<file path="config.mk">
export PLATFORM = sky130hd
export DESIGN_NAME = cdt_decode
export DESIGN_NICKNAME = d
export VERILOG_FILES = /design/src/hdl/cdt_pkg.sv /design/src/hdl/cdt_classify.sv /design/src/hdl/cdt_decode.sv
export SDC_FILE = /design/constraint.sdc
export NUM_CORES = 1
export LEC_CHECK = 0
export BUFFER_PORTS_ARGS = -buffer_cell sky130_fd_sc_hd__buf_2
export CAP_MARGIN = 20
export CORE_ASPECT_RATIO = 1.75
export CORE_MARGIN = 3
export CORE_UTILIZATION = 40
export DETAILED_ROUTE_END_ITERATION = 16
export PLACE_DENSITY = 0.57
export SETUP_SLACK_MARGIN = 0.3
export SKIP_CTS_REPAIR_TIMING = 1
export SLEW_MARGIN = 10
export SYNTH_ARGS = -nofsm -noshare
export SYNTH_HDL_FRONTEND = slang
export SYNTH_SLANG_ARGS = --single-unit
</file>
<file path="constraint.sdc">
create_clock -name clk_i -period 2.2 [get_ports clk_i]
set_clock_uncertainty 0.2 [all_clocks]
set_input_delay 0.33 -clock clk_i [delete_from_list [all_inputs] [get_ports clk_i]]
set_output_delay 0.33 -clock clk_i [all_outputs]
set_load 0.02 [all_outputs]
</file>
<file path="src/hdl/cdt_pkg.sv">
// cdt_pkg: opcode patterns, field positions and minimum cycle figures
// for the instruction decode and timing block; shared by both modules.
package cdt_pkg;

  // opcode bytes and masks
  localparam logic [7:0] OP_FAR_PTR_DS = 8'hC5;
  localparam logic [7:0] OP_FAR_PTR_ES = 8'hC4;
  localparam logic [7:0] OP_FLAGS_TO_AH = 8'h9F;
  localparam logic [7:0] OP_AH_TO_FLAGS = 8'h9E;
  localparam logic [7:0] OP_EA_LOAD = 8'h8D;
  localparam logic [7:0] OP_TABLE_XLT = 8'hD7;
  localparam logic [7:0] OP_SEG_CODE = 8'h2E;
  localparam logic [7:0] OP_SEG_STACK = 8'h36;
  localparam logic [7:0] OP_SEG_DATA = 8'h3E;
  localparam logic [7:0] OP_SEG_EXTRA = 8'h26;
  localparam logic [7:0] MASK_DW = 8'hFC;
  localparam logic [7:0] MASK_W = 8'hFE;
  localparam logic [7:0] OP_ADD_RM = 8'h00;
  localparam logic [7:0] OP_ADC_RM = 8'h10;
  localparam logic [7:0] OP_SUB_RM = 8'h28;
  localparam logic [7:0] OP_SBB_RM = 8'h18;
  localparam logic [7:0] OP_ADD_ACC = 8'h04;
  localparam logic [7:0] OP_ADC_ACC = 8'h14;
  localparam logic [7:0] OP_SUB_ACC = 8'h2C;
  localparam logic [7:0] OP_IMM_GRP = 8'h80;
  // addressing byte fields
  localparam int MOD_HI = 7;
  localparam int MOD_LO = 6;
  localparam int REG_HI = 5;
  localparam int REG_LO = 3;
  localparam int W_BIT = 0;
  localparam logic [1:0] MOD_REG_DIRECT = 2'h3;
  localparam logic [2:0] SUBOP_ADD = 3'h0;
  localparam logic [2:0] SUBOP_ADC = 3'h2;
  localparam logic [2:0] SUBOP_SBB = 3'h3;
  localparam logic [2:0] SUBOP_SUB = 3'h5;

  // minimum cycle figures
  localparam int CW = 6;
  localparam logic [CW-1:0] CYC_FAR_PTR_WIDE = 6'h12;   // 18
  localparam logic [CW-1:0] CYC_FAR_PTR_NARROW = 6'h1A; // 26
  localparam logic [CW-1:0] CYC_FLAGS_TO_AH = 6'h02;
  localparam logic [CW-1:0] CYC_AH_TO_FLAGS = 6'h03;
  localparam logic [CW-1:0] CYC_EA_LOAD = 6'h06;
  localparam logic [CW-1:0] CYC_XLT_WIDE = 6'h0B;       // 11
  localparam logic [CW-1:0] CYC_XLT_NARROW = 6'h0F;     // 15
  localparam logic [CW-1:0] CYC_PREFIX = 6'h02;
  localparam logic [CW-1:0] CYC_ALU_REG = 6'h03;
  localparam logic [CW-1:0] CYC_ALU_MEM = 6'h0A;        // 10
  localparam logic [CW-1:0] CYC_IMM_REG = 6'h04;
  localparam logic [CW-1:0] CYC_IMM_MEM = 6'h10;        // 16
  localparam logic [CW-1:0] CYC_ACC_BYTE = 6'h03;
  localparam logic [CW-1:0] CYC_ACC_WORD = 6'h04;
  localparam logic [CW-1:0] CYC_WORD_PENALTY = 6'h04;
  localparam logic [CW-1:0] CYC_UNKNOWN = 6'h01;

  // decoded operation classes
  typedef enum logic [3:0] {
    CDT_OP_NONE = 4'h0,
    CDT_OP_FAR_PTR_DATASEG = 4'h1,
    CDT_OP_FAR_PTR_EXTRASEG = 4'h2,
    CDT_OP_FLAGS_TO_ACC_HIGH = 4'h3,
    CDT_OP_ACC_HIGH_TO_FLAGS = 4'h4,
    CDT_OP_EA_LOAD = 4'h5,
    CDT_OP_TABLE_XLT = 4'h6,
    CDT_OP_SEG_PREFIX = 4'h7,
    CDT_OP_ADD = 4'h8,
    CDT_OP_ADC = 4'h9,
    CDT_OP_SUB = 4'hA,
    CDT_OP_SBB = 4'hB,
    CDT_OP_ILLEGAL = 4'hF
  } cdt_op_t;

  // segment selection
  typedef enum logic [2:0] {
    CDT_SEG_DEFAULT = 3'h0,
    CDT_SEG_CODE = 3'h1,
    CDT_SEG_STACK = 3'h2,
    CDT_SEG_DATA = 3'h3,
    CDT_SEG_EXTRA = 3'h4
  } cdt_seg_t;

  typedef enum logic [1:0] {
    CDT_ST_IDLE = 2'h0,
    CDT_ST_EXEC = 2'h1,
    CDT_ST_HANDSHAKE = 2'h2
  } cdt_state_t;

endpackage

</file>
<file path="src/hdl/cdt_classify.sv">
// cdt_classify: combinational opcode and addressing-byte classifier
// assumes the addressing byte is valid whenever the opcode needs one
`timescale 1ns/1ps
`default_nettype none
module cdt_classify
  import cdt_pkg::*;
(
  input wire logic [7:0] opcode_i,
  input wire logic [7:0] modrm_i,
  output cdt_pkg::cdt_op_t op_o,
  output cdt_pkg::cdt_seg_t seg_o,
  output logic needs_modrm_o,
  output logic mem_form_o,
  output logic word_o,
  output logic mem_word_o
);
  logic [1:0] mode;
  logic [2:0] sub;
  logic reg_direct;

  assign mode = modrm_i[MOD_HI:MOD_LO];
  assign sub = modrm_i[REG_HI:REG_LO];
  assign reg_direct = (mode == MOD_REG_DIRECT);

  // opcode classification
  always_comb begin
    op_o = CDT_OP_ILLEGAL;
    seg_o = CDT_SEG_DEFAULT;
    needs_modrm_o = 1'b0;
    mem_form_o = 1'b0;
    word_o = opcode_i[W_BIT];
    if (opcode_i == OP_FAR_PTR_DS || opcode_i == OP_FAR_PTR_ES) begin
      needs_modrm_o = 1'b1;
      word_o = 1'b1;
      mem_form_o = 1'b1;
      if (!reg_direct) begin
        op_o = (opcode_i == OP_FAR_PTR_DS) ? CDT_OP_FAR_PTR_DATASEG //RULE1
                                           : CDT_OP_FAR_PTR_EXTRASEG; //RULE2
      end
    end else if (opcode_i == OP_FLAGS_TO_AH) begin
      op_o = CDT_OP_FLAGS_TO_ACC_HIGH; //RULE3
      word_o = 1'b0;
    end else if (opcode_i == OP_AH_TO_FLAGS) begin
      op_o = CDT_OP_ACC_HIGH_TO_FLAGS; //RULE4
      word_o = 1'b0;
    end else if (opcode_i == OP_EA_LOAD) begin
      op_o = CDT_OP_EA_LOAD; //RULE5
      needs_modrm_o = 1'b1;
      word_o = 1'b1;
    end else if (opcode_i == OP_TABLE_XLT) begin
      op_o = CDT_OP_TABLE_XLT; //RULE6
      word_o = 1'b0;
      mem_form_o = 1'b1;
    end else if (opcode_i == OP_SEG_CODE || opcode_i == OP_SEG_STACK ||
                 opcode_i == OP_SEG_DATA || opcode_i == OP_SEG_EXTRA) begin
      op_o = CDT_OP_SEG_PREFIX; //RULE7
      word_o = 1'b0;
      case (opcode_i)
        OP_SEG_CODE: seg_o = CDT_SEG_CODE;
        OP_SEG_STACK: seg_o = CDT_SEG_STACK;
        OP_SEG_DATA: seg_o = CDT_SEG_DATA;
        default: seg_o = CDT_SEG_EXTRA;
      endcase
    end else if ((opcode_i & MASK_DW) == OP_ADD_RM) begin
      op_o = CDT_OP_ADD; //RULE8
      needs_modrm_o = 1'b1;
      mem_form_o = !reg_direct;
    end else if ((opcode_i & MASK_DW) == OP_ADC_RM) begin
      op_o = CDT_OP_ADC; //RULE9
      needs_modrm_o = 1'b1;
      mem_form_o = !reg_direct;
    end else if ((opcode_i & MASK_DW) == OP_SUB_RM) begin
      op_o = CDT_OP_SUB; //RULE10
      needs_modrm_o = 1'b1;
      mem_form_o = !reg_direct;
    end else if ((opcode_i & MASK_DW) == OP_SBB_RM) begin
      op_o = CDT_OP_SBB; //RULE11
      needs_modrm_o = 1'b1;
      mem_form_o = !reg_direct;
    end else if ((opcode_i & MASK_W) == OP_ADD_ACC) begin
      op_o = CDT_OP_ADD;
    end else if ((opcode_i & MASK_W) == OP_ADC_ACC) begin
      op_o = CDT_OP_ADC;
    end else if ((opcode_i & MASK_W) == OP_SUB_ACC) begin
      op_o = CDT_OP_SUB; //RULE10
    end else if ((opcode_i & MASK_DW) == OP_IMM_GRP) begin
      needs_modrm_o = 1'b1;
      mem_form_o = !reg_direct;
      case (sub)
        SUBOP_ADD: op_o = CDT_OP_ADD; //RULE8
        SUBOP_ADC: op_o = CDT_OP_ADC;
        SUBOP_SUB: op_o = CDT_OP_SUB; //RULE10
        SUBOP_SBB: op_o = CDT_OP_SBB; //RULE11
        default: op_o = CDT_OP_ILLEGAL;
      endcase
    end
  end

  assign mem_word_o = mem_form_o && word_o;
endmodule
`default_nettype wire

</file>
<file path="src/hdl/cdt_decode.sv">
// cdt_decode: instruction decode and minimum execution timing model
// assumes opcode/addressing bytes arrive prefetched with a valid strobe
// Overview of operation
// [RULE1] 11000101 with memory addressing byte: far pointer load, data segment, 18/26
// [RULE2] 11000100 memory operand only: far pointer load, extra segment, 18/26
// [RULE3] 10011111 copies low flags into accumulator high byte, 2 cycles
// [RULE4] 10011110 writes accumulator high byte into low flags, 3 cycles
// [RULE5] 10001101 loads effective address, not memory, into register, 6 cycles
// [RULE6] 11010111 translates accumulator low byte through table, 11/15 cycles
// [RULE7] bytes 2E,36,3E,26 are code/stack/data/extra overrides, 2 cycles each
// [RULE8] add register form 3/10 cycles, immediate form 4/16
// [RULE9] 000100dw add with carry, register 3, memory 10 cycles
// [RULE10] subtract 3/10, immediate 4/16, accumulator form 0010110w 3/4
// [RULE11] 000110dw subtract with borrow; immediate sub-op 011 takes 4/16
// [RULE12] narrow bus adds 4 cycles for word memory transfers on marked entries
// [RULE13] figures are minimum times assuming prefetched, no waits, even words
// [RULE14] memory instructions may take one or two extra handshake cycles
// [RULE15] segment override covers only the next instruction, then reverts
`timescale 1ns/1ps
`default_nettype none
module cdt_decode
  import cdt_pkg::*;
#(
  parameter int MAX_HANDSHAKE = 2
) (
  input wire logic clk_i,
  input wire logic rst_i,
  input wire logic narrow_bus_i,
  input wire logic instr_valid_i,
  input wire logic [7:0] opcode_i,
  input wire logic [7:0] modrm_i,
  input wire logic [1:0] handshake_extra_i,
  output logic instr_ready_o,
  output cdt_pkg::cdt_op_t op_o,
  output cdt_pkg::cdt_seg_t seg_o,
  output logic [cdt_pkg::CW-1:0] cycles_o,
  output logic busy_o,
  output logic done_o,
  output logic illegal_o
);
  import cdt_pkg::*;

  initial begin
    if (MAX_HANDSHAKE < 0 || MAX_HANDSHAKE > 2) begin
      $error("MAX_HANDSHAKE must be 0 to 2");
    end
  end

  typedef struct packed {
    cdt_state_t st;
    cdt_op_t op;
    cdt_seg_t seg;
    cdt_seg_t pend_seg;
    logic [CW-1:0] cycles;
    logic [CW-1:0] cnt;
    logic [1:0] hs;
    logic done;
    logic illegal;
  } cdt_state_s_t;

  cdt_state_s_t s_q;
  cdt_state_s_t s_d;

  cdt_op_t cls_op;
  cdt_seg_t cls_seg;
  logic cls_mem;
  logic cls_mem_word;

  ////////////////////////////////////////////////////////////////////////
  // classifier
  cdt_classify u_cls (
    .opcode_i(opcode_i),
    .modrm_i(modrm_i),
    .op_o(cls_op),
    .seg_o(cls_seg),
    .needs_modrm_o(),
    .mem_form_o(cls_mem),
    .word_o(),
    .mem_word_o(cls_mem_word)
  );

  ////////////////////////////////////////////////////////////////////////
  // minimum cycle table
  function automatic logic [CW-1:0] min_cycles(input cdt_op_t op, input logic [7:0] opc,
                                              input logic mem, input logic narrow,
                                              input logic mem_word);
    logic [CW-1:0] base;
    logic marked;
    logic immgrp;
    logic acc;
    base = CYC_UNKNOWN;
    marked = 1'b0;
    immgrp = ((opc & MASK_DW) == OP_IMM_GRP);
    acc = ((opc & MASK_W) == OP_ADD_ACC) || ((opc & MASK_W) == OP_ADC_ACC) ||
          ((opc & MASK_W) == OP_SUB_ACC);
    case (op)
      CDT_OP_FAR_PTR_DATASEG, CDT_OP_FAR_PTR_EXTRASEG:
        base = narrow ? CYC_FAR_PTR_NARROW : CYC_FAR_PTR_WIDE; //RULE1 RULE2
      CDT_OP_FLAGS_TO_ACC_HIGH: base = CYC_FLAGS_TO_AH; //RULE3
      CDT_OP_ACC_HIGH_TO_FLAGS: base = CYC_AH_TO_FLAGS; //RULE4
      CDT_OP_EA_LOAD: base = CYC_EA_LOAD; //RULE5
      CDT_OP_TABLE_XLT: base = narrow ? CYC_XLT_NARROW : CYC_XLT_WIDE; //RULE6
      CDT_OP_SEG_PREFIX: base = CYC_PREFIX; //RULE7
      CDT_OP_ADD, CDT_OP_ADC, CDT_OP_SUB, CDT_OP_SBB: begin
        if (acc) begin
          base = opc[W_BIT] ? CYC_ACC_WORD : CYC_ACC_BYTE; //RULE10
        end else if (immgrp) begin
          base = mem ? CYC_IMM_MEM : CYC_IMM_REG; //RULE8 RULE11
          marked = 1'b1;
        end else begin
          base = mem ? CYC_ALU_MEM : CYC_ALU_REG; //RULE8 RULE9
          marked = 1'b1;
        end
      end
      default: base = CYC_UNKNOWN;
    endcase
    if (marked && narrow && mem_word) begin
      base = base + CYC_WORD_PENALTY; //RULE12
    end
    return base;
  endfunction

  logic [CW-1:0] new_cycles;
  logic [1:0] hs_lim;
  assign new_cycles = min_cycles(cls_op, opcode_i, cls_mem, narrow_bus_i, cls_mem_word);
  // handshake extra bounded to MAX_HANDSHAKE cycles, two at most
  assign hs_lim = (handshake_extra_i > 2'(MAX_HANDSHAKE)) ? 2'(MAX_HANDSHAKE)
                                                          : handshake_extra_i;

  ////////////////////////////////////////////////////////////////////////
  // next-state logic
  always_comb begin
    s_d = s_q;
    s_d.done = 1'b0;
    case (s_q.st)
      CDT_ST_IDLE: begin
        if (instr_valid_i) begin
          s_d.op = cls_op;
          s_d.illegal = (cls_op == CDT_OP_ILLEGAL);
          s_d.cycles = new_cycles; //RULE13
          s_d.cnt = new_cycles;
          s_d.hs = (cls_mem && cls_op != CDT_OP_ILLEGAL) ? hs_lim : 2'h0; //RULE14
          if (cls_op == CDT_OP_SEG_PREFIX) begin
            s_d.pend_seg = cls_seg; //RULE7
            s_d.seg = CDT_SEG_DEFAULT;
          end else begin
            s_d.seg = s_q.pend_seg; //RULE15
            s_d.pend_seg = CDT_SEG_DEFAULT; //RULE15
          end
          s_d.st = CDT_ST_EXEC;
        end
      end
      CDT_ST_EXEC: begin
        s_d.cnt = s_q.cnt - 6'h01;
        if (s_q.cnt == 6'h01) begin
          if (s_q.hs != 2'h0) begin
            s_d.st = CDT_ST_HANDSHAKE;
          end else begin
            s_d.st = CDT_ST_IDLE;
            s_d.done = 1'b1;
          end
        end
      end
      CDT_ST_HANDSHAKE: begin
        s_d.hs = s_q.hs - 2'h1; //RULE14
        if (s_q.hs == 2'h1) begin
          s_d.st = CDT_ST_IDLE;
          s_d.done = 1'b1;
        end
      end
      default: s_d.st = CDT_ST_IDLE;
    endcase
  end

  ////////////////////////////////////////////////////////////////////////
  // state register
  always_ff @(posedge clk_i or posedge rst_i) begin
    if (rst_i) begin
      s_q <= '{st: CDT_ST_IDLE, op: CDT_OP_NONE, seg: CDT_SEG_DEFAULT,
               pend_seg: CDT_SEG_DEFAULT, cycles: '0, cnt: '0, hs: 2'h0,
               done: 1'b0, illegal: 1'b0};
    end else begin
      s_q <= s_d;
    end
  end

  // outputs
  assign instr_ready_o = (s_q.st == CDT_ST_IDLE);
  assign op_o = s_q.op;
  assign seg_o = s_q.seg;
  assign cycles_o = s_q.cycles;
  assign busy_o = (s_q.st != CDT_ST_IDLE);
  assign done_o = s_q.done;
  assign illegal_o = s_q.illegal;

  ////////////////////////////////////////////////////////////////////////
  // checks
  // a byte is taken when offered while idle
  logic take;
  assign take = instr_valid_i && instr_ready_o;

  far_ptr_time_a: assert property (@(posedge clk_i) disable iff (rst_i) //RULE1
    (instr_valid_i && instr_ready_o && opcode_i == OP_FAR_PTR_DS &&
     modrm_i[7:6] != 2'h3 && handshake_extra_i == 2'h0)
    |=> (op_o == CDT_OP_FAR_PTR_DATASEG && cycles_o == ($past(narrow_bus_i) ? 6'h1A : 6'h12)))
    else $error("far pointer load timing wrong");

  far_ptr_es_a: assert property (@(posedge clk_i) disable iff (rst_i) //RULE2
    (instr_valid_i && instr_ready_o && opcode_i == OP_FAR_PTR_ES && modrm_i[7:6] == 2'h3)
    |=> illegal_o)
    else $error("register form of extra pointer load accepted");

  flags_ah_a: assert property (@(posedge clk_i) disable iff (rst_i) //RULE3
    (instr_valid_i && instr_ready_o && opcode_i == OP_FLAGS_TO_AH)
    |=> busy_o ##1 busy_o ##1 done_o)
    else $error("flags to accumulator high not 2 cycles");

  ah_flags_a: assert property (@(posedge clk_i) disable iff (rst_i) //RULE4
    (instr_valid_i && instr_ready_o && opcode_i == OP_AH_TO_FLAGS)
    |=> busy_o[*3] ##1 done_o)
    else $error("accumulator high to flags not 3 cycles");

  ea_load_a: assert property (@(posedge clk_i) disable iff (rst_i) //RULE5
    (instr_valid_i && instr_ready_o && opcode_i == OP_EA_LOAD)
    |=> (cycles_o == 6'h06 && op_o == CDT_OP_EA_LOAD))
    else $error("effective address load timing wrong");

  table_translate_byte_time_a: assert property (@(posedge clk_i) disable iff (rst_i) //RULE6
    (instr_valid_i && instr_ready_o && opcode_i == OP_TABLE_XLT && handshake_extra_i == 2'h0)
    |=> ##[11:15] done_o)
    else $error("table translate did not finish in time");

  prefix_seg_a: assert property (@(posedge clk_i) disable iff (rst_i) //RULE7
    (instr_valid_i && instr_ready_o && opcode_i == OP_SEG_STACK)
    ##1 (!instr_ready_o)[*2] ##1 (instr_valid_i && instr_ready_o && cls_op != CDT_OP_SEG_PREFIX)
    |=> seg_o == CDT_SEG_STACK)
    else $error("stack override not applied");

  alu_reg_a: assert property (@(posedge clk_i) disable iff (rst_i) //RULE9
    (instr_valid_i && instr_ready_o && (opcode_i & 8'hFC) == 8'h10 && modrm_i[7:6] == 2'h3)
    |=> cycles_o == 6'h03)
    else $error("register add with carry not 3 cycles");

  word_penalty_a: assert property (@(posedge clk_i) disable iff (rst_i) //RULE12
    (instr_valid_i && instr_ready_o && (opcode_i & 8'hFC) == 8'h18 && opcode_i[0] &&
     modrm_i[7:6] != 2'h3 && narrow_bus_i)
    |=> cycles_o == 6'h0E)
    else $error("narrow word penalty missing");

  seg_revert_a: assert property (@(posedge clk_i) disable iff (rst_i) //RULE15
    (instr_valid_i && instr_ready_o && cls_op != CDT_OP_SEG_PREFIX)
    |=> (s_q.pend_seg == CDT_SEG_DEFAULT && seg_o == $past(s_q.pend_seg)))
    else $error("override outlived its instruction");

  hs_bound_a: assert property (@(posedge clk_i) disable iff (rst_i) //RULE14
    (s_q.st == CDT_ST_HANDSHAKE) |-> ##[0:2] done_o)
    else $error("handshake stretch over two cycles");

  far_ptr_es_time_a: assert property (@(posedge clk_i) disable iff (rst_i) //RULE2
    (take && opcode_i == OP_FAR_PTR_ES && modrm_i[7:6] != 2'h3)
    |=> (op_o == CDT_OP_FAR_PTR_EXTRASEG && cycles_o == ($past(narrow_bus_i) ? 6'h1A : 6'h12)))
    else $error("extra pointer load timing wrong");

  table_translate_byte_cycles_a: assert property (@(posedge clk_i) disable iff (rst_i) //RULE6
    (take && opcode_i == OP_TABLE_XLT)
    |=> cycles_o == ($past(narrow_bus_i) ? 6'h0F : 6'h0B))
    else $error("table translate figure wrong");

  prefix_time_a: assert property (@(posedge clk_i) disable iff (rst_i) //RULE7
    (take && (opcode_i == 8'h2E || opcode_i == 8'h36 || opcode_i == 8'h3E || opcode_i == 8'h26))
    |=> busy_o ##1 busy_o ##1 done_o)
    else $error("override prefix not 2 cycles");

  add_mem_a: assert property (@(posedge clk_i) disable iff (rst_i) //RULE8
    (take && (opcode_i & 8'hFC) == 8'h00 && modrm_i[7:6] != 2'h3 && !narrow_bus_i)
    |=> (op_o == CDT_OP_ADD && cycles_o == 6'h0A))
    else $error("memory add not 10 cycles");

  sub_imm_mem_a: assert property (@(posedge clk_i) disable iff (rst_i) //RULE10
    (take && (opcode_i & 8'hFC) == 8'h80 && modrm_i[5:3] == 3'h5 &&
     modrm_i[7:6] != 2'h3 && !narrow_bus_i)
    |=> (op_o == CDT_OP_SUB && cycles_o == 6'h10))
    else $error("immediate memory subtract not 16 cycles");

  sub_acc_a: assert property (@(posedge clk_i) disable iff (rst_i) //RULE10
    (take && (opcode_i & 8'hFE) == 8'h2C)
    |=> (op_o == CDT_OP_SUB && cycles_o == ($past(opcode_i[0]) ? 6'h04 : 6'h03)))
    else $error("accumulator subtract timing wrong");

  sbb_imm_a: assert property (@(posedge clk_i) disable iff (rst_i) //RULE11
    (take && (opcode_i & 8'hFC) == 8'h80 && modrm_i[5:3] == 3'h3 && modrm_i[7:6] == 2'h3)
    |=> (op_o == CDT_OP_SBB && cycles_o == 6'h04))
    else $error("immediate borrow subtract wrong");

  done_pulse_a: assert property (@(posedge clk_i) disable iff (rst_i) //RULE13
    done_o |=> !done_o)
    else $error("completion pulse longer than a cycle");

  busy_hold_a: assert property (@(posedge clk_i) disable iff (rst_i) //RULE13
    busy_o |=> ($stable(op_o) && $stable(cycles_o) && $stable(seg_o)))
    else $error("outputs changed while busy");

  illegal_time_a: assert property (@(posedge clk_i) disable iff (rst_i) //RULE1 RULE2
    (take && (opcode_i & 8'hFE) == 8'hC4 && modrm_i[7:6] == 2'h3)
    |=> (illegal_o && busy_o) ##1 done_o)
    else $error("register form pointer load not refused in one cycle");
endmodule
`default_nettype wire

</file>
==> flow_metrics.tcl, run 1 <==
set metrics [dict create \
    dp_hpwl_um 5010 \
    p_leak_nw 1.45 \
    die_h_um 105 \
    hold_path_class "in2reg" \
    cp_top_family "simple AND/OR/NAND/NOR gates" \
    drtPass1Iterations 4 \
    setup_ws_ns -0.179 \
    holdWs_ns 0.139 \
    synth-edff-count 0 \
    pwr-share-seq_pct 29.6 \
    clkPwrFrac_pct 14.8 \
    synth-main-ff-cell "dfrtp_1" \
    p_int_mw 1.55 \
    clkTransAtPathRegs_ns 0.10 \
    startpoint "opcode_i[5]" \
    maxSlewViolCount 0 \
    powerDensity_nw_per_um2 864 \
    grt_overflow_total 0 \
    finalHoldViolations 0 \
    wirelength_um 6550 \
    reg2reg_to "s_q[27]" \
    tightest_slew_ns 0.380 \
    ys_types 61 \
    worstPathRequired_ns 2.20 \
    nFillCells 487 \
    async_reset_ff_share_pct 100 \
    crit_end "s_q[7]" \
    slowest_delay_ns 0.41 \
    antenna_found_initial 0 \
    grt_max_degree 29 \
    p_comb_share_pct 55.5 \
    power.switching_mw 1.20 \
    drive_above_1_share_pct 45.7 \
    design_area_um2 3180 \
    fin_cells 420 \
    yosysWarnings 0 \
    viasPerCell 5.29 \
    drv_cap 0 \
    grt_pass1_vias 2248 \
    final_core_util_pct 59.6 \
    drcViolationCount 0 \
    fp.coreArea_um2 5340 \
    nNetsFinal 377 \
    ant_nets 0 \
    cp-end-kind "flop" \
    slew_headroom_pct 74.6 \
    fin_crit_ns 2.38 \
    placed_cells 403 \
    row_count 35 \
    numPortBuffers 35 \
    cts_max_path_buffers 2 \
    cts_tree "done" \
    cts_sinks 28 \
    pre_cts_ws_ns -0.607 \
    syn_area_um2 2250 \
    crit_type "in2reg" \
    synth_seq_cells 28 \
    peakVddDrop_mv 0.315 \
    drtIter0Drc 82 \
    diodes 0 \
    gp_congestion 0.891 \
    cts_root_buf "clkbuf_8" \
    crit_cells 14 \
    cp_slowest_cell "or3_4" \
    syn_nets 297 \
    track_usage_pct 19.4 \
    die_x_um 62.7 \
    fin_tns_setup_ns -0.639 \
    grt_pass1_wl_um 10300 \
    swShare_pct 43.8 \
    htree_levels 1 \
    clock_latency_ns 0.27 \
    cp_cell_sequence "buf_8 -> buf_6 -> nand4bb_4 -> or3_4 -> buf_4 -> nor2_4 -> a31oi_4 -> o31a_2 -> nand3_4 -> nand2b_4 -> ha_4 -> nand3b_1 -> o211ai_1 -> a31oi_1" \
    r2r-start "s_q[6]" \
    seq_area_frac_synth_pct 31.1 \
    p_total_mw 2.75 \
    rrSetupSlack_ns 0.31 \
    syn2layout_area_growth_pct 41.4 \
    syn_area_per_cell_um2 8.43 \
    vias 2223 \
    crit_fanout 6 \
    timing.fmax_mhz 420 \
    setup_viol 5 \
    die_area_um2 6600 \
    synthCells 267 \
    cts-buffers-inserted 3 \
    finalCritPeriodShare_pct 108 \
    violations "setup timing" \
    io_pins 39 \
    cp_num_buf_inv 3 \
    worst-r2r-cell-count 6 \
    rsz0062_at_grt "yes" \
    startpoint_type "primary input" \
    worstHoldPathCells 3 \
    place_area_um2 2770 \
    status "finished, violations left" \
    wire_per_inst_um 15.6 \
    crit_arrival_ns 2.38 \
    start_util_pct 42.1 \
]
-- flip-flops by register name, summed over array words and instances, names as in the netlist --
| register | count |
|---|---|
| s_q | 13 |
| cycles_o | 6 |
| op_o | 4 |
| seg_o | 3 |
| done_o | 1 |
| illegal_o | 1 |
-- cells in the mapped netlist, types with 3 or more instances --
cell       n  area [um2]
a21oi_1   10        50.1
a22o_1     3        26.3
a31oi_1    6        37.5
and2_1     3        18.8
and3_1     4        25.0
buf_4     13        97.6
buf_6      3        33.8
clkbuf_1   6        22.5
dfrtp_1   28         701
ha_1       8         100
inv_1     10        37.5
mux2i_1    3        30.0
nand2_1   36         135
nand2b_1   6        37.5
nand3_1    9        45.0
nand3b_1   4        30.0
nand4_1    7        43.8
nor2_1    22        82.6
nor2_2     4        25.0
nor2b_1    5        31.3
nor3_1     6        30.0
o211ai_1   4        30.0
o21ai_0   16        80.1
or2_1      3        18.8
-- layout make-up --
class	instances	area (um2)	share of cell area (%)
timing repair buffer	99	701	22.0
clock inverter	1	30.0	0.944
sequential	28	701	22.0
multi-input combinational	205	1580	49.6
inverter	10	37.5	1.18
tap	74	92.6	2.91
clock buffer	3	41.3	1.30
-- power by group through the flow --
stage,Combinational (mW),Sequential [mW],Clock (mW)
after floorplan,1.03,0.796,0
after global placement,1.36,0.816,0
after detailed placement,1.39,0.819,0
after CTS,1.39,0.807,0.418
after global routing,1.72,0.837,0.439
final,1.53,0.814,0.408
-- routing by layer --
metal,wire (um),vias up,global-route usage [%]
met2,3810,55,39.9
met5,0,-,0
met3,139,22,1.49
met1,2230,1042,18.2
met4,363,0,10.4
li1,-,1104,-
-- worst min-delay path by stage --
stage	start	endpoint	slack, ns
2_1_floorplan	rst_i	cycles_o[0]	0.20
4_1_cts	rst_i	seg_o[0]	-0.09
6_report	handshake_extra_i[1]	s_q[3]	0.14
5_1_grt	handshake_extra_i[1]	s_q[3]	0.14
3_5_place_dp	rst_i	seg_o[0]	0.22
3_3_place_gp	rst_i	cycles_o[5]	0.21
-- kinds of logic after synthesis --
family	Yosys count	share of synthesized area [%]
multiplexers	3	1.33
XOR/XNOR	4	1.56
AND/OR/NAND/NOR	124	30.2
adder cells (fa/ha/maj)	8	4.45
flip-flops	28	31.1
AO/OA/AOI/OAI	66	22.4
buffers and inverters	34	8.95
-- worst reg2reg max path: stages (launching register included) --
cell and delay (ns):
dfrtp_1 0.45, or3_1 0.46, nor2_1 0.16, a21oi_1 0.10
a21oi_2 0.16, nand2_1 0.08, o31ai_1 0.19
-- layout by cell type (no fill, tap or decap), drive strengths merged, types with 6 or more instances in the layout --
cell,n
nand2,36
nand2b,7
nor3,6
o21ai,19
nand4,7
a31oi,8
buf,97
nor2,26
dfrtp,28
inv,10
a21oi,12
ha,8
nand3,10
(Power assumes the default switching activity.)
==> inputs of run 2 (changes only) <==
Settings changed: CORE_UTILIZATION 40 to 25, PLACE_DENSITY 0.57 to 0.39, TNS_END_PERCENT from default to 50.
==> run 2 against run 1 <==
The flow still finishes with violations (setup timing); routed wire length rose by 9.3%; cell count is 14% higher; non-clock buffer count is 17 higher; worst hold slack better by 0.020 ns; power grew 8.1%; setup slack improved by 0.0070 ns; clock-buffer cell count unchanged; fmax is 0.30% higher; cell area increased by 7.3%; critical path type unchanged.
==> flow_metrics.tcl, run 2 (same netlist as run 1, synthesis figures left out) <==
set metrics [dict create \
    diodes 0 \
    ant_nets 0 \
    mostFrequentLayoutCells "buf_4, nand2_1, buf_2" \
    grt_pass1_wl_um 11100 \
    gp_congestion 0.869 \
    nNetsFinal 394 \
    final_core_util_pct 39.1 \
    clock_latency_ns 0.27 \
    design_area_um2 3410 \
    crit_type "in2reg" \
    io_pins 39 \
    cp-end-kind "flop" \
    fin_tns_setup_ns -0.589 \
    die_area_um2 10200 \
    pre_cts_ws_ns -0.526 \
    crit_fanout 6 \
    rsz0062_at_grt "yes" \
    status "finished, violations left" \
    crit_arrival_ns 2.32 \
    setup_ws_ns -0.172 \
    htree_levels 1 \
    grt_max_degree 29 \
    fin_crit_ns 2.37 \
    cts_sinks 28 \
    finalHoldViolations 0 \
    worst-r2r-cell-count 6 \
    wirelength_um 7160 \
    peakVddDrop_mv 0.447 \
    drtPass1Iterations 4 \
    place_area_um2 2910 \
    reg2reg_to "s_q[27]" \
    p_leak_nw 1.57 \
    die_x_um 77.7 \
    wire_per_inst_um 14.9 \
    track_usage_pct 13.9 \
    mostFrequentLayoutCell "buf_4" \
    powerDensity_nw_per_um2 871 \
    cts_root_buf "clkbuf_16" \
    p_total_mw 2.97 \
    timing.fmax_mhz 422 \
    cp_cell_sequence "buf_4 -> buf_4 -> and4bb_2 -> buf_4 -> o211ai_1 -> o21ai_2 -> o311ai_4 -> ha_4 -> a21oi_4 -> a221oi_2 -> nand3_1" \
    drcViolationCount 0 \
    largest_reg_flops 13 \
    drtIter0Drc 60 \
    startpoint_type "primary input" \
    cpMostUsedCell "buf_4" \
    top_register "s_q" \
    finalCritPeriodShare_pct 108 \
    die_h_um 132 \
    slew_headroom_pct 74.1 \
    viasPerCell 4.67 \
    r2r-start "s_q[6]" \
    dp_hpwl_um 5680 \
    tightest_slew_ns 0.389 \
    cts_max_path_buffers 2 \
    start_util_pct 25.8 \
    maxSlewViolCount 0 \
    vias 2240 \
    slowest_delay_ns 0.36 \
    drive_above_1_share_pct 47.7 \
    row_count 45 \
    min_to "s_q[3]" \
    antenna_found_initial 0 \
    setup_viol 5 \
    grt_pass1_vias 2195 \
    cts_tree "done" \
    cp_slowest_cell "o311ai_4" \
    drv_cap 0 \
    syn2layout_area_growth_pct 51.6 \
    min_from "handshake_extra_i[1]" \
    cts-buffers-inserted 3 \
    fp.coreArea_um2 8730 \
    clkTransAtPathRegs_ns 0.07 \
    worstHoldPathCells 3 \
    worstPathRequired_ns 2.15 \
    rrSetupSlack_ns 0.39 \
    hold_path_class "in2reg" \
    violations "setup timing" \
    numPortBuffers 35 \
    grt_overflow_total 0 \
]
[run 2: cell types whose count changed in the layout (fill, tap and decap cells not counted), moves of 2 or more]
cell	change
buf_4	+15
clkbuf_16	+3
clkbuf_8	-3
buf_12	+2
buf_2	-2
inv_1	-2
inv_2	+2
or2_1	-2
or2_4	+2
[run 2: worst max-delay path by stage]
stage	from	endpoint	cells past startpoint
floorplan	opcode_i[3]	s_q[7]	12
global placement	opcode_i[2]	cycles_o[3]	14
detailed placement	opcode_i[3]	s_q[8]	12
CTS	opcode_i[3]	s_q[8]	12
global route	opcode_i[5]	s_q[8]	13
finish	opcode_i[7]	s_q[8]	11
[run 2: critical path, delay by kind of cell]
kind                     cells  cell delay, ns
adder cells (fa/ha/maj)      1            0.22
AND/OR/NAND/NOR              2            0.34
AO/OA/AOI/OAI                5            1.01
buffers and inverters        3            0.42
[run 2: cell type report]
cell class | instances | area [um2]
multi-input cells | 205 | 1550
clock buffers | 3 | 75.1
flip-flops and latches | 28 | 701
clock inverters | 1 | 30.0
well taps | 117 | 146
inverters | 10 | 37.5
fillers | 902 | 5310
repair buffers | 116 | 870
[run 2: layer usage]
layer	routed length (um)	GRT usage, %	vias up
met5	0	0	-
met4	269	7.33	0
met3	143	1.10	15
met2	4230	27.8	38
met1	2520	13.5	1051
li1	-	-	1136
[run 2: stage by stage]
stage | std cells | hold slack (ns)
2_1_floorplan | 267 | 0.195
3_3_place_gp | 456 | 0.224
3_5_place_dp | 456 | 0.231
4_1_cts | 460 | -0.0617
5_1_grt | 480 | 0.180
6_report | 480 | 0.159
[run 2: power breakdown]
part           internal [mW]  total [mW]  switching, mW
logic                  0.677        1.61          0.929
clock network          0.363       0.554          0.191
registers              0.680       0.813          0.132
total                   1.72        2.97           1.25
